File: src/logic/dcc_pkg.sv
// Purpose: shared constants and types of the DMA channel control block
// Assumes: APB byte addresses, one 32-bit word per register
// Notes:   field positions are bit indices of the control, status and go registers
package dcc_pkg;
    localparam logic [7:0]  A_CTRL       = 8'h00;
    localparam logic [7:0]  A_SRC        = 8'h04;
    localparam logic [7:0]  A_DST        = 8'h08;
    localparam logic [7:0]  A_CNT        = 8'h0C;
    localparam logic [7:0]  A_STAT       = 8'h10;
    localparam logic [7:0]  A_GO         = 8'h14;
    localparam int unsigned B_CHAIN_IE   = 11;
    localparam int unsigned B_CORE_IE    = 10;
    localparam int unsigned B_SYS_IE     = 9;
    localparam int unsigned B_SRC_SYS    = 7;
    localparam int unsigned B_SRC_CM     = 4;
    localparam int unsigned B_DST_SYS    = 3;
    localparam int unsigned B_DST_CM     = 0;
    localparam int unsigned S_SYS_ERR    = 0;
    localparam int unsigned S_CORE_ERR   = 1;
    localparam int unsigned S_CHAIN      = 2;
    localparam int unsigned S_CFG_ERR    = 3;
    localparam int unsigned S_ACT        = 31;
    localparam int unsigned B_GO         = 0;
    localparam logic [31:0] CTRL_MASK    = 32'h0000_0EBB;
    localparam logic [31:0] CTRL_RESET   = 32'h0000_0000;
    localparam logic [1:0]  CM_FIXED     = 2'h0;
    localparam logic [1:0]  CM_RSVD      = 2'h1;
    localparam logic [1:0]  CM_INC       = 2'h2;
    localparam logic [1:0]  CM_DEC       = 2'h3;
    localparam logic [31:0] ADDR_STEP    = 32'h0000_0004;
    localparam int unsigned FIFO_DEPTH   = 4;
    localparam int unsigned CNT_W        = 16;

    typedef enum logic [2:0]
    {
        ST_IDLE = 3'h1,
        ST_RUN  = 3'h2,
        ST_HALT = 3'h4
    } dcc_state_type;
endpackage

File: src/logic/dcc_fifo_if.sv
// Purpose: valid/ready carrier between the channel and its data FIFO
// Assumes: single clock
// Notes:   none
`timescale 1ns/100ps
`default_nettype none
interface dcc_fifo_if #(parameter int unsigned W = 32);
    logic         in_valid;
    logic         in_ready;
    logic [W-1:0] in_data;
    logic         out_valid;
    logic         out_ready;
    logic [W-1:0] out_data;
    modport fifo (input in_valid, in_data, out_ready, output in_ready, out_valid, out_data);
    modport user (output in_valid, in_data, out_ready, input in_ready, out_valid, out_data);
endinterface
`default_nettype wire

File: src/logic/dcc_fifo.sv
// Purpose: small flip-flop FIFO in the channel data path
// Assumes: DEPTH is a power of two
// Notes:   full and empty come from an occupancy count
`timescale 1ns/100ps
`default_nettype none
module dcc_fifo #(
    parameter int unsigned W     = 32,
    parameter int unsigned DEPTH = 4
) (
    input wire logic pclk,
    input wire logic presetn,
    dcc_fifo_if.fifo f
);
    localparam int unsigned PW = $clog2(DEPTH);
    logic [W-1:0]  mem_q [DEPTH];
    logic [PW-1:0] wp_q;
    logic [PW-1:0] rp_q;
    logic [PW:0]   cnt_q;
    logic          push;
    logic          pop;

    assign f.in_ready  = (cnt_q != (PW+1)'(DEPTH));
    assign f.out_valid = (cnt_q != '0);
    assign f.out_data  = mem_q[rp_q];
    assign push        = f.in_valid & f.in_ready;
    assign pop         = f.out_valid & f.out_ready;

    genvar gi;
    generate
        for (gi = 0; gi < DEPTH; gi++)
        begin : g_ent
            always_ff @(posedge pclk or negedge presetn)
            begin
                if (!presetn)
                    mem_q[gi] <= '0;
                else if (push && wp_q == PW'(gi))
                    mem_q[gi] <= f.in_data;
            end
        end
    endgenerate

    always_ff @(posedge pclk or negedge presetn)
    begin
        if (!presetn)
        begin
            wp_q  <= '0;
            rp_q  <= '0;
            cnt_q <= '0;
        end
        else
        begin
            if (push)
                wp_q <= wp_q + 1'b1;
            if (pop)
                rp_q <= rp_q + 1'b1;
            cnt_q <= cnt_q + (PW+1)'(push) - (PW+1)'(pop);
        end
    end
endmodule // dcc_fifo
`default_nettype wire

File: src/logic/dcc_step.sv
// Purpose: next address after one word, from a counting mode
// Assumes: word-sized transfers
// Notes:   reserved code leaves the address alone
`timescale 1ns/100ps
`default_nettype none
module dcc_step (
    input  wire logic [1:0]  mode,
    input  wire logic [31:0] cur_addr,
    output logic      [31:0] next_addr
);
    always_comb
    begin
        case (mode)
            dcc_pkg::CM_INC: next_addr = cur_addr + dcc_pkg::ADDR_STEP;
            dcc_pkg::CM_DEC: next_addr = cur_addr - dcc_pkg::ADDR_STEP;
            default:         next_addr = cur_addr;
        endcase
    end
endmodule // dcc_step
`default_nettype wire

File: src/logic/dcc_channel.sv
// Purpose: one DMA channel with its control bits, APB slave and engine
// Assumes: one word per bus request; requester holds request until ack/err
// Notes:   register writes other than status and go are ignored while busy
// Behaviour
// - Chain done interrupt gated by bit 11
// - Core bus error interrupt gated by 10
// - System bus error interrupt gated by 9
// - Bit 7 picks source bus
// - Bit 3 picks destination bus
// - Source counting: fixed, reserved, up, down
// - Destination code 00 keeps address
// - Destination codes: reserved, up, down
// - Fixed side: no bursts, one word
// - Controls reset zero; reserved bits read zero
// - System error: finish, idle until cleared (code: waits in ST_HALT, still active, then resumes the transfer once cleared)
// - Core error: finish, idle until cleared (code: waits in ST_HALT, still active, then resumes the transfer once cleared)
//
// The implementer's own choices: the placing of the registers and register access over APB.
`timescale 1ns/100ps
`default_nettype none
module dcc_channel #(
    parameter int unsigned DEPTH = dcc_pkg::FIFO_DEPTH
) (
    input  wire logic        pclk,
    input  wire logic        presetn,
    input  wire logic [7:0]  paddr,
    input  wire logic        psel,
    input  wire logic        penable,
    input  wire logic        pwrite,
    input  wire logic [31:0] pwdata,
    output logic      [31:0] prdata,
    output logic             pready,
    output logic             pslverr,
    output logic             src_req,
    output logic      [31:0] src_addr,
    output logic             src_sys_bus,
    output logic             src_burst_ok,
    input  wire logic        src_ack,
    input  wire logic        src_err,
    input  wire logic [31:0] src_rdata,
    output logic             dst_req,
    output logic      [31:0] dst_addr,
    output logic             dst_sys_bus,
    output logic             dst_burst_ok,
    output logic      [31:0] dst_wdata,
    input  wire logic        dst_ack,
    input  wire logic        dst_err,
    output logic             irq
);
    localparam int unsigned CW = dcc_pkg::CNT_W;
    dcc_pkg::dcc_state_type state_q;
    logic [31:0]            ctrl_q;
    logic [31:0]            src_addr_q;
    logic [31:0]            dst_addr_q;
    logic [31:0]            src_next;
    logic [31:0]            dst_next;
    logic [CW-1:0]          cnt_q;
    logic [CW-1:0]          rd_left_q;
    logic [CW-1:0]          wr_left_q;
    logic                   src_req_q;
    logic                   src_sys_q;
    logic                   dst_req_q;
    logic                   dst_sys_q;
    logic [31:0]            dst_wdata_q;
    logic                   dst_retry_q;
    logic                   sys_err_q;
    logic                   core_err_q;
    logic                   chain_q;
    logic                   cfg_err_q;
    logic                   irq_q;
    logic                   src_burst_q;
    logic                   dst_burst_q;
    logic [31:0]            prdata_q;
    logic                   pready_q;
    logic                   pslverr_q;
    logic                   acc;
    logic                   wr_en;
    logic                   idle;
    logic                   err_any;
    logic                   src_done;
    logic                   dst_done;
    logic                   src_issue;
    logic                   dst_issue;
    logic                   go;
    logic                   go_ok;
    logic                   stat_wr;
    logic [1:0]             src_mode;
    logic [1:0]             dst_mode;
    logic                   set_sys;
    logic                   set_core;

    dcc_fifo_if #(.W(32)) fq ();

    function automatic logic mode_ok(input logic [1:0] m);
        mode_ok = (m != dcc_pkg::CM_RSVD);
    endfunction

    function automatic logic mode_moves(input logic [1:0] m);
        mode_moves = (m == dcc_pkg::CM_INC) || (m == dcc_pkg::CM_DEC);
    endfunction

    function automatic logic hit(input logic [7:0] a, input logic [7:0] r);
        hit = (a == r);
    endfunction

    assign src_mode = ctrl_q[dcc_pkg::B_SRC_CM +: 2];
    assign dst_mode = ctrl_q[dcc_pkg::B_DST_CM +: 2];
    assign acc      = psel & penable & pready_q;
    assign wr_en    = acc & pwrite;
    assign idle     = (state_q == dcc_pkg::ST_IDLE);
    assign err_any  = sys_err_q | core_err_q;
    assign stat_wr  = wr_en && hit(paddr, dcc_pkg::A_STAT);
    assign go       = wr_en && hit(paddr, dcc_pkg::A_GO) && pwdata[dcc_pkg::B_GO];
    assign go_ok    = idle && (cnt_q != '0) && mode_ok(src_mode) && mode_ok(dst_mode);
    assign src_done = src_req_q & (src_ack | src_err);
    assign dst_done = dst_req_q & (dst_ack | dst_err);
    // no new work while an error is pending
    assign src_issue = (state_q == dcc_pkg::ST_RUN) && !src_req_q && !err_any
                       && (rd_left_q != '0) && fq.in_ready;
    // same stall for either bus error
    assign dst_issue = (state_q == dcc_pkg::ST_RUN) && !dst_req_q && !err_any
                       && (dst_retry_q || fq.out_valid);
    assign fq.in_valid  = src_req_q & src_ack;
    assign fq.in_data   = src_rdata;
    assign fq.out_ready = dst_issue & ~dst_retry_q;
    // errors are filed against the bus the failing side used
    assign set_sys  = (src_req_q & src_err & src_sys_q) | (dst_req_q & dst_err & dst_sys_q);
    assign set_core = (src_req_q & src_err & ~src_sys_q) | (dst_req_q & dst_err & ~dst_sys_q);

    dcc_fifo #(.W(32), .DEPTH(DEPTH)) u_fifo
    (
        .pclk    (pclk),
        .presetn (presetn),
        .f       (fq.fifo)
    );

    dcc_step u_src_step
    (
        .mode      (src_mode),
        .cur_addr  (src_addr_q),
        .next_addr (src_next)
    );

    dcc_step u_dst_step
    (
        .mode      (dst_mode),
        .cur_addr  (dst_addr_q),
        .next_addr (dst_next)
    );

    // APB handshake: one wait state, then answer
    always_ff @(posedge pclk or negedge presetn)
    begin
        if (!presetn)
        begin
            pready_q  <= 1'b0;
            pslverr_q <= 1'b0;
            prdata_q  <= '0;
        end
        else
        begin
            pready_q  <= psel & penable & ~pready_q;
            pslverr_q <= 1'b0;
            if (psel && penable && !pready_q)
            begin
                case (paddr)
                    dcc_pkg::A_CTRL: prdata_q <= ctrl_q & dcc_pkg::CTRL_MASK;
                    dcc_pkg::A_SRC:  prdata_q <= src_addr_q;
                    dcc_pkg::A_DST:  prdata_q <= dst_addr_q;
                    dcc_pkg::A_CNT:  prdata_q <= 32'(wr_left_q | (idle ? cnt_q : '0));
                    dcc_pkg::A_STAT:
                    begin
                        prdata_q                     <= '0;
                        prdata_q[dcc_pkg::S_SYS_ERR] <= sys_err_q;
                        prdata_q[dcc_pkg::S_CORE_ERR]<= core_err_q;
                        prdata_q[dcc_pkg::S_CHAIN]   <= chain_q;
                        prdata_q[dcc_pkg::S_CFG_ERR] <= cfg_err_q;
                        prdata_q[dcc_pkg::S_ACT]     <= ~idle;
                    end
                    dcc_pkg::A_GO:   prdata_q <= '0;
                    default:
                    begin
                        prdata_q  <= '0;
                        pslverr_q <= 1'b1;
                    end
                endcase
            end
        end
    end

    always_ff @(posedge pclk or negedge presetn)
    begin
        if (!presetn)
            ctrl_q <= dcc_pkg::CTRL_RESET;
        else if (wr_en && idle && hit(paddr, dcc_pkg::A_CTRL))
            ctrl_q <= pwdata & dcc_pkg::CTRL_MASK;
    end

    always_ff @(posedge pclk or negedge presetn)
    begin
        if (!presetn)
            cnt_q <= '0;
        else if (wr_en && idle && hit(paddr, dcc_pkg::A_CNT))
            cnt_q <= pwdata[dcc_pkg::CNT_W-1:0];
    end

    // Status flags: hardware set wins over a software clear
    always_ff @(posedge pclk or negedge presetn)
    begin
        if (!presetn)
        begin
            sys_err_q  <= 1'b0;
            core_err_q <= 1'b0;
            chain_q    <= 1'b0;
            cfg_err_q  <= 1'b0;
        end
        else
        begin
            if (set_sys)
                sys_err_q <= 1'b1;
            else if (stat_wr && !pwdata[dcc_pkg::S_SYS_ERR])
                sys_err_q <= 1'b0;
            if (set_core)
                core_err_q <= 1'b1;
            else if (stat_wr && !pwdata[dcc_pkg::S_CORE_ERR])
                core_err_q <= 1'b0;
            if (dst_req_q && dst_ack && wr_left_q == dcc_pkg::CNT_W'(1))
                chain_q <= 1'b1;
            else if (stat_wr && !pwdata[dcc_pkg::S_CHAIN])
                chain_q <= 1'b0;
            if (go && !go_ok)
                cfg_err_q <= 1'b1;
            else if (stat_wr && !pwdata[dcc_pkg::S_CFG_ERR])
                cfg_err_q <= 1'b0;
        end
    end

    // Channel sequencing
    always_ff @(posedge pclk or negedge presetn)
    begin
        if (!presetn)
            state_q <= dcc_pkg::ST_IDLE;
        else
        begin
            case (state_q)
                dcc_pkg::ST_IDLE:
                begin
                    if (go && go_ok)
                        state_q <= dcc_pkg::ST_RUN;
                end
                dcc_pkg::ST_RUN:
                begin
                    if (dst_req_q && dst_ack && wr_left_q == dcc_pkg::CNT_W'(1))
                        state_q <= dcc_pkg::ST_IDLE;
                    // pending transfers end before the halt
                    else if (err_any && !(src_req_q && !src_done) && !(dst_req_q && !dst_done))
                        state_q <= dcc_pkg::ST_HALT;
                end
                dcc_pkg::ST_HALT:
                begin
                    // stays halted until both flags are clear
                    if (!err_any)
                        state_q <= dcc_pkg::ST_RUN;
                end
                default: state_q <= dcc_pkg::ST_IDLE;
            endcase
        end
    end

    // Source side: one read outstanding; FIFO space checked at issue
    always_ff @(posedge pclk or negedge presetn)
    begin
        if (!presetn)
        begin
            src_req_q  <= 1'b0;
            src_sys_q  <= 1'b0;
            src_addr_q <= '0;
            rd_left_q  <= '0;
        end
        else
        begin
            if (wr_en && idle && hit(paddr, dcc_pkg::A_SRC))
                src_addr_q <= pwdata;
            if (go && go_ok)
                rd_left_q <= cnt_q;
            if (src_issue)
            begin
                src_req_q <= 1'b1;
                src_sys_q <= ctrl_q[dcc_pkg::B_SRC_SYS];
            end
            else if (src_done)
            begin
                src_req_q <= 1'b0;
                if (src_ack)
                begin
                    // address moves only on a good word
                    src_addr_q <= src_next;
                    rd_left_q  <= rd_left_q - 1'b1;
                end
            end
        end
    end

    // Destination side: failed word kept and retried after the halt
    always_ff @(posedge pclk or negedge presetn)
    begin
        if (!presetn)
        begin
            dst_req_q   <= 1'b0;
            dst_sys_q   <= 1'b0;
            dst_addr_q  <= '0;
            dst_wdata_q <= '0;
            dst_retry_q <= 1'b0;
            wr_left_q   <= '0;
        end
        else
        begin
            if (wr_en && idle && hit(paddr, dcc_pkg::A_DST))
                dst_addr_q <= pwdata;
            if (go && go_ok)
                wr_left_q <= cnt_q;
            if (dst_issue)
            begin
                dst_req_q <= 1'b1;
                dst_sys_q <= ctrl_q[dcc_pkg::B_DST_SYS];
                if (!dst_retry_q)
                    dst_wdata_q <= fq.out_data;
            end
            else if (dst_done)
            begin
                dst_req_q   <= 1'b0;
                dst_retry_q <= dst_err;
                if (dst_ack)
                begin
                    // up or down for memory, still for I/O
                    dst_addr_q <= dst_next;
                    wr_left_q  <= wr_left_q - 1'b1;
                end
            end
        end
    end

    // Burst permission and interrupt output
    always_ff @(posedge pclk or negedge presetn)
    begin
        if (!presetn)
        begin
            src_burst_q <= 1'b0;
            dst_burst_q <= 1'b0;
            irq_q       <= 1'b0;
        end
        else
        begin
            src_burst_q <= mode_moves(src_mode);
            dst_burst_q <= mode_moves(dst_mode);
            irq_q <= (chain_q & ctrl_q[dcc_pkg::B_CHAIN_IE])   // chain gate
                   | (core_err_q & ctrl_q[dcc_pkg::B_CORE_IE]) // core gate
                   | (sys_err_q & ctrl_q[dcc_pkg::B_SYS_IE]);  // system gate
        end
    end

    assign prdata       = prdata_q;
    assign pready       = pready_q;
    assign pslverr      = pslverr_q;
    assign src_req      = src_req_q;
    assign src_addr     = src_addr_q;
    assign src_sys_bus  = src_sys_q;
    assign src_burst_ok = src_burst_q;
    assign dst_req      = dst_req_q;
    assign dst_addr     = dst_addr_q;
    assign dst_sys_bus  = dst_sys_q;
    assign dst_burst_ok = dst_burst_q;
    assign dst_wdata    = dst_wdata_q;
    assign irq          = irq_q;
endmodule // dcc_channel
`default_nettype wire

File: config.mk
export PLATFORM = sky130hd
export DESIGN_NAME = dcc_channel
export DESIGN_NICKNAME = d
export VERILOG_FILES = /design/src/logic/dcc_pkg.sv /design/src/logic/dcc_fifo_if.sv /design/src/logic/dcc_fifo.sv /design/src/logic/dcc_step.sv /design/src/logic/dcc_channel.sv
export SDC_FILE = /design/constraint.sdc
export NUM_CORES = 1
export LEC_CHECK = 0
export BUFFER_PORTS_ARGS = -buffer_cell sky130_fd_sc_hd__buf_2
export CORE_UTILIZATION = 50
export CTS_CLUSTER_SIZE = 8
export DETAILED_ROUTE_END_ITERATION = 10
export PLACE_DENSITY = 0.76
export SLEW_MARGIN = 0
export SYNTH_ARGS = -nofsm -noshare
export SYNTH_HDL_FRONTEND = slang
export SYNTH_SLANG_ARGS = --single-unit
File: constraint.sdc
create_clock -name pclk -period 8.1 [get_ports pclk]
set_input_delay 0 -clock pclk [delete_from_list [all_inputs] [get_ports pclk]]
set_output_delay 0 -clock pclk [all_outputs]
set_load 0.005 [all_outputs]
==> results.sh <==
export IMPL_cpMostUsedCell="nand2_1"
export IMPL_yosys_warnings=0
export IMPL_violations="hold timing"
export IMPL_h_tree_depth=2
export IMPL_gp_congestion=0.9724
export IMPL_end_kind="flip-flop"
export IMPL_cts_tree="done"
export IMPL_io_pins=218
export IMPL_synth_area_mm2=0.01859
export IMPL_routed_via_density=6.655
export IMPL_slew_headroom_pct=26.17
export IMPL_fin_nets=2156
export IMPL_place_area_mm2=0.01991
export IMPL_cp_data_required_time_ns=8.59
export IMPL_grt_max_degree=176
export IMPL_hold_viol=1
export IMPL_fp_dieH_um=194.8
export IMPL_clk_pin_slew_ns=0.06
export IMPL_finalHoldWorstSlack_ns=-0.003490
export IMPL_cts_setup_buffers=0
export IMPL_grt_usage_pct=33.42
export IMPL_drc=0
export IMPL_vdd_drop_max_mv=0.1626
export IMPL_grt_pass1_wl_um=98390
export IMPL_critPathTopFamily="simple AND/OR/NAND/NOR gates"
export IMPL_synth_enable_flop_cells=0
export IMPL_cp_start_kind="flip-flop"
export IMPL_port_buffers=217
export IMPL_ys_seq_area_share_pct=45.37
export IMPL_vias=16930
export IMPL_crit_buf_inv=1
export IMPL_grt_antenna_before_repair=2
export IMPL_die_area_mm2=0.03795
export IMPL_multi_input_comb_area_mm2=0.009454
export IMPL_grt_overflow=0
export IMPL_die_w_um=194.8
export IMPL_path_max_fanout=27
export IMPL_synth_ff_type="dfrtp_1"
export IMPL_max_freq_ghz=0.2974
export IMPL_outcome="complete, but fails checks"
export IMPL_crit_arrival_ns=3.85
export IMPL_cts_root_buf="clkbuf_16"
export IMPL_clock_sinks=337
export IMPL_drt_first_iter_violations=1904
export IMPL_cts_buffers=48
export IMPL_final_cells=2544
export IMPL_p_leak_nw=10.02
export IMPL_ys_async_sr_fraction_pct=100.0
export IMPL_min_period_ns=3.363
export IMPL_path_class="flip-flop to flip-flop"
export IMPL_fillers=2908
export IMPL_cp_slowest_cell="nand2_1"
export IMPL_finalPower_mw=3.886
export IMPL_seqCellArea_mm2=0.008437
export IMPL_core_area_mm2=0.03661
export IMPL_finClkSkew_ns=0.05234
export IMPL_p_per_area_mw_per_mm2=176.6
export IMPL_setup_violations=0
export IMPL_dpl_cell_count=2408
export IMPL_synth_seq_cells=337
export IMPL_drtAntennaViolNets=0
export IMPL_cp_cell_sequence="buf_4 -> nand2_1 -> xnor2_1 -> ha_1 -> and3_1 -> a41oi_1 -> a211oi_2 -> mux2i_1 -> o21ai_1 -> nand2_1 -> a21oi_1"
export IMPL_start_util_pct=50.78
export IMPL_worstRegToRegCells=11
export IMPL_netlist_instances=1847
export IMPL_fin_tns_setup_ns=0
export IMPL_clk_latency_ns=0.61
export IMPL_drive_gt1_share_pct=27.08
export IMPL_drv_cap=0
export IMPL_wl_um=63730
export IMPL_wire_per_inst_um=25.05
export IMPL_cts_buffer_depth=3
export IMPL_min_period_over_period_pct=41.52
export IMPL_rows=70
export IMPL_stdcell_area_mm2=0.02200
export IMPL_hold_class="input pin to async pin"
export IMPL_path_depth=11
export IMPL_post_route_util_pct=60.09
export IMPL_rsz0062_at_grt="no"
export IMPL_synth_fp_nets=1940
export IMPL_syn_area_per_cell_um2=10.06
export IMPL_syn_to_final_growth_pct=18.35
export IMPL_report_final_slew_viol_count=0
export IMPL_drtPass1Iterations=6
export IMPL_synth_cell_types=97
export IMPL_worst_pin_slew_ns=1.103
export IMPL_grt_pass1_vias=16780
export IMPL_slowest_delay_ns=0.58
export IMPL_dpl_hpwl_um=41350
## sequential cells by signal, indices dropped and copies added (netlist names), 16 cells and up
signal and flops:
rd_left_q 16, cnt_q 16, src_addr 32, wr_left_q 16, u_fifo.mem_q 128, dst_addr 32
dst_wdata 32, prdata 32
## path summary, 6_finish.rpt
path | slack, ns | end | from
min reg2reg | 0.47 | prdata[19]$_DFFE_PN0P_ | prdata[19]$_DFFE_PN0P_
max | 4.74 | dst_addr[30]$_DFFE_PN0P_ | ctrl_q[0]$_DFFE_PN0P_
min | -0.003 | src_addr[17]$_DFFE_PN0P_ | presetn
min in group pclk | 0.05 | pslverr$_DFF_PN0_ | paddr[6]
max reg2reg | 4.74 | dst_addr[30]$_DFFE_PN0P_ | ctrl_q[0]$_DFFE_PN0P_
max in group asynchronous | 6.57 | u_fifo.mem_q[38]$_DFFE_PN0P_ | presetn
## power breakdown
part / internal [mW] / total, mW / switching [mW]
sequential: 1.71 / 1.79 / 0.0772
clock: 1.10 / 1.87 / 0.768
combinational: 0.0902 / 0.227 / 0.136
total: 2.90 / 3.89 / 0.982
## layout by cell type, fill, tap and decap left out, drive strengths merged, types with 8 or more instances in the layout
cell type,instances
a22oi,22
nor4,38
and2,16
nor3,48
o21ai,120
mux2i,10
nand3,58
or2,8
o21a,11
nand2b,8
a31oi,18
nand4,31
a211oi,10
a221oi,17
ha,11
or4,13
a311oi,9
or3,34
nand2,176
o32ai,8
clkbuf,58
xnor2,14
nor2,141
dlygate4sd3,73
and3,19
mux4,35
buf,244
inv,31
mux2,191
o22ai,22
a211o,17
a21oi,87
dfrtp,336
## layout make-up
type / instances / share of cell area (%)
Antenna cell: 1 / 0.01137
Clock buffer: 58 / 5.630
Clock inverter: 4 / 0.5460
Inverter: 32 / 0.5460
Multi-Input combinational cell: 1327 / 42.97
Sequential cell: 337 / 38.35
Tap cell: 468 / 2.662
Timing Repair Buffer: 317 / 9.282
## cells in the mapped netlist, types with 6 or more instances
library cell | number | area (um^2)
o211ai_1 | 7 | 52.55
a211oi_1 | 9 | 67.56
nand4_1 | 31 | 193.9
o21a_1 | 11 | 82.58
and2_1 | 16 | 100.1
o32ai_1 | 7 | 61.31
a221o_1 | 7 | 70.07
buf_1 | 20 | 75.07
nor3_1 | 46 | 230.2
nor2b_1 | 6 | 37.54
o22ai_1 | 22 | 137.6
a211o_1 | 17 | 148.9
o21ai_0 | 115 | 575.6
and4_1 | 7 | 61.31
a21boi_0 | 6 | 45.04
o31ai_1 | 7 | 52.55
nand2_1 | 174 | 653.1
a221oi_1 | 15 | 131.4
or4_1 | 12 | 90.09
a21oi_1 | 85 | 425.4
a22oi_1 | 21 | 157.7
xnor2_1 | 14 | 122.6
and3_1 | 19 | 118.9
a311oi_1 | 9 | 78.83
a21o_1 | 7 | 52.55
a41oi_1 | 6 | 52.55
or2_2 | 6 | 37.54
buf_2 | 19 | 95.09
clkbuf_1 | 110 | 412.9
nor2_1 | 140 | 525.5
mux2i_1 | 10 | 100.1
ha_1 | 11 | 137.6
or3_1 | 34 | 212.7
nand3b_1 | 6 | 45.04
nor3b_1 | 6 | 45.04
nand3_1 | 58 | 290.3
mux2_2 | 189 | 2128
mux4_2 | 35 | 788.3
nand2b_1 | 8 | 50.05
dfrtp_1 | 336 | 8408
inv_1 | 31 | 116.4
nor4_1 | 35 | 219.0
a31oi_1 | 18 | 112.6
## metrics by stage
step	hold slack (ns)	setup WS [ns]
finish	-0.003490	4.737
global route	0.06643	4.461
CTS	0.005973	4.847
detailed placement	0.07891	4.860
global placement	0.07617	4.920
floorplan	-0.2956	4.840
## layer usage
| metal | vias up | GRT usage (%) | share of wire [%] |
|---|---|---|---|
| li1 | 7319 | - | - |
| met1 | 8306 | 42.24 | 37 |
| met2 | 1062 | 53.96 | 47 |
| met3 | 242 | 7.548 | 10 |
| met4 | 2 | 17.06 | 5.3 |
| met5 | - | 0 | 0.020 |
## kinds of logic after synthesis
logic type	Yosys count	share of synthesized area, %
buffers and inverters	183	3.884
xor gates and xnor gates	16	0.7539
AOI/OAI and AO/OA	433	15.77
DFF	337	45.37
muxes	236	16.37
and+or+nand+nor	630	17.00
adders and majority gates	12	0.8481
## timing repair
item                                   in CTS  in global routing
endpoints found under the hold margin     312                  0
resized for setup                           0                  0
hold buffers                               73                  0
(Power assumes the default switching activity.)
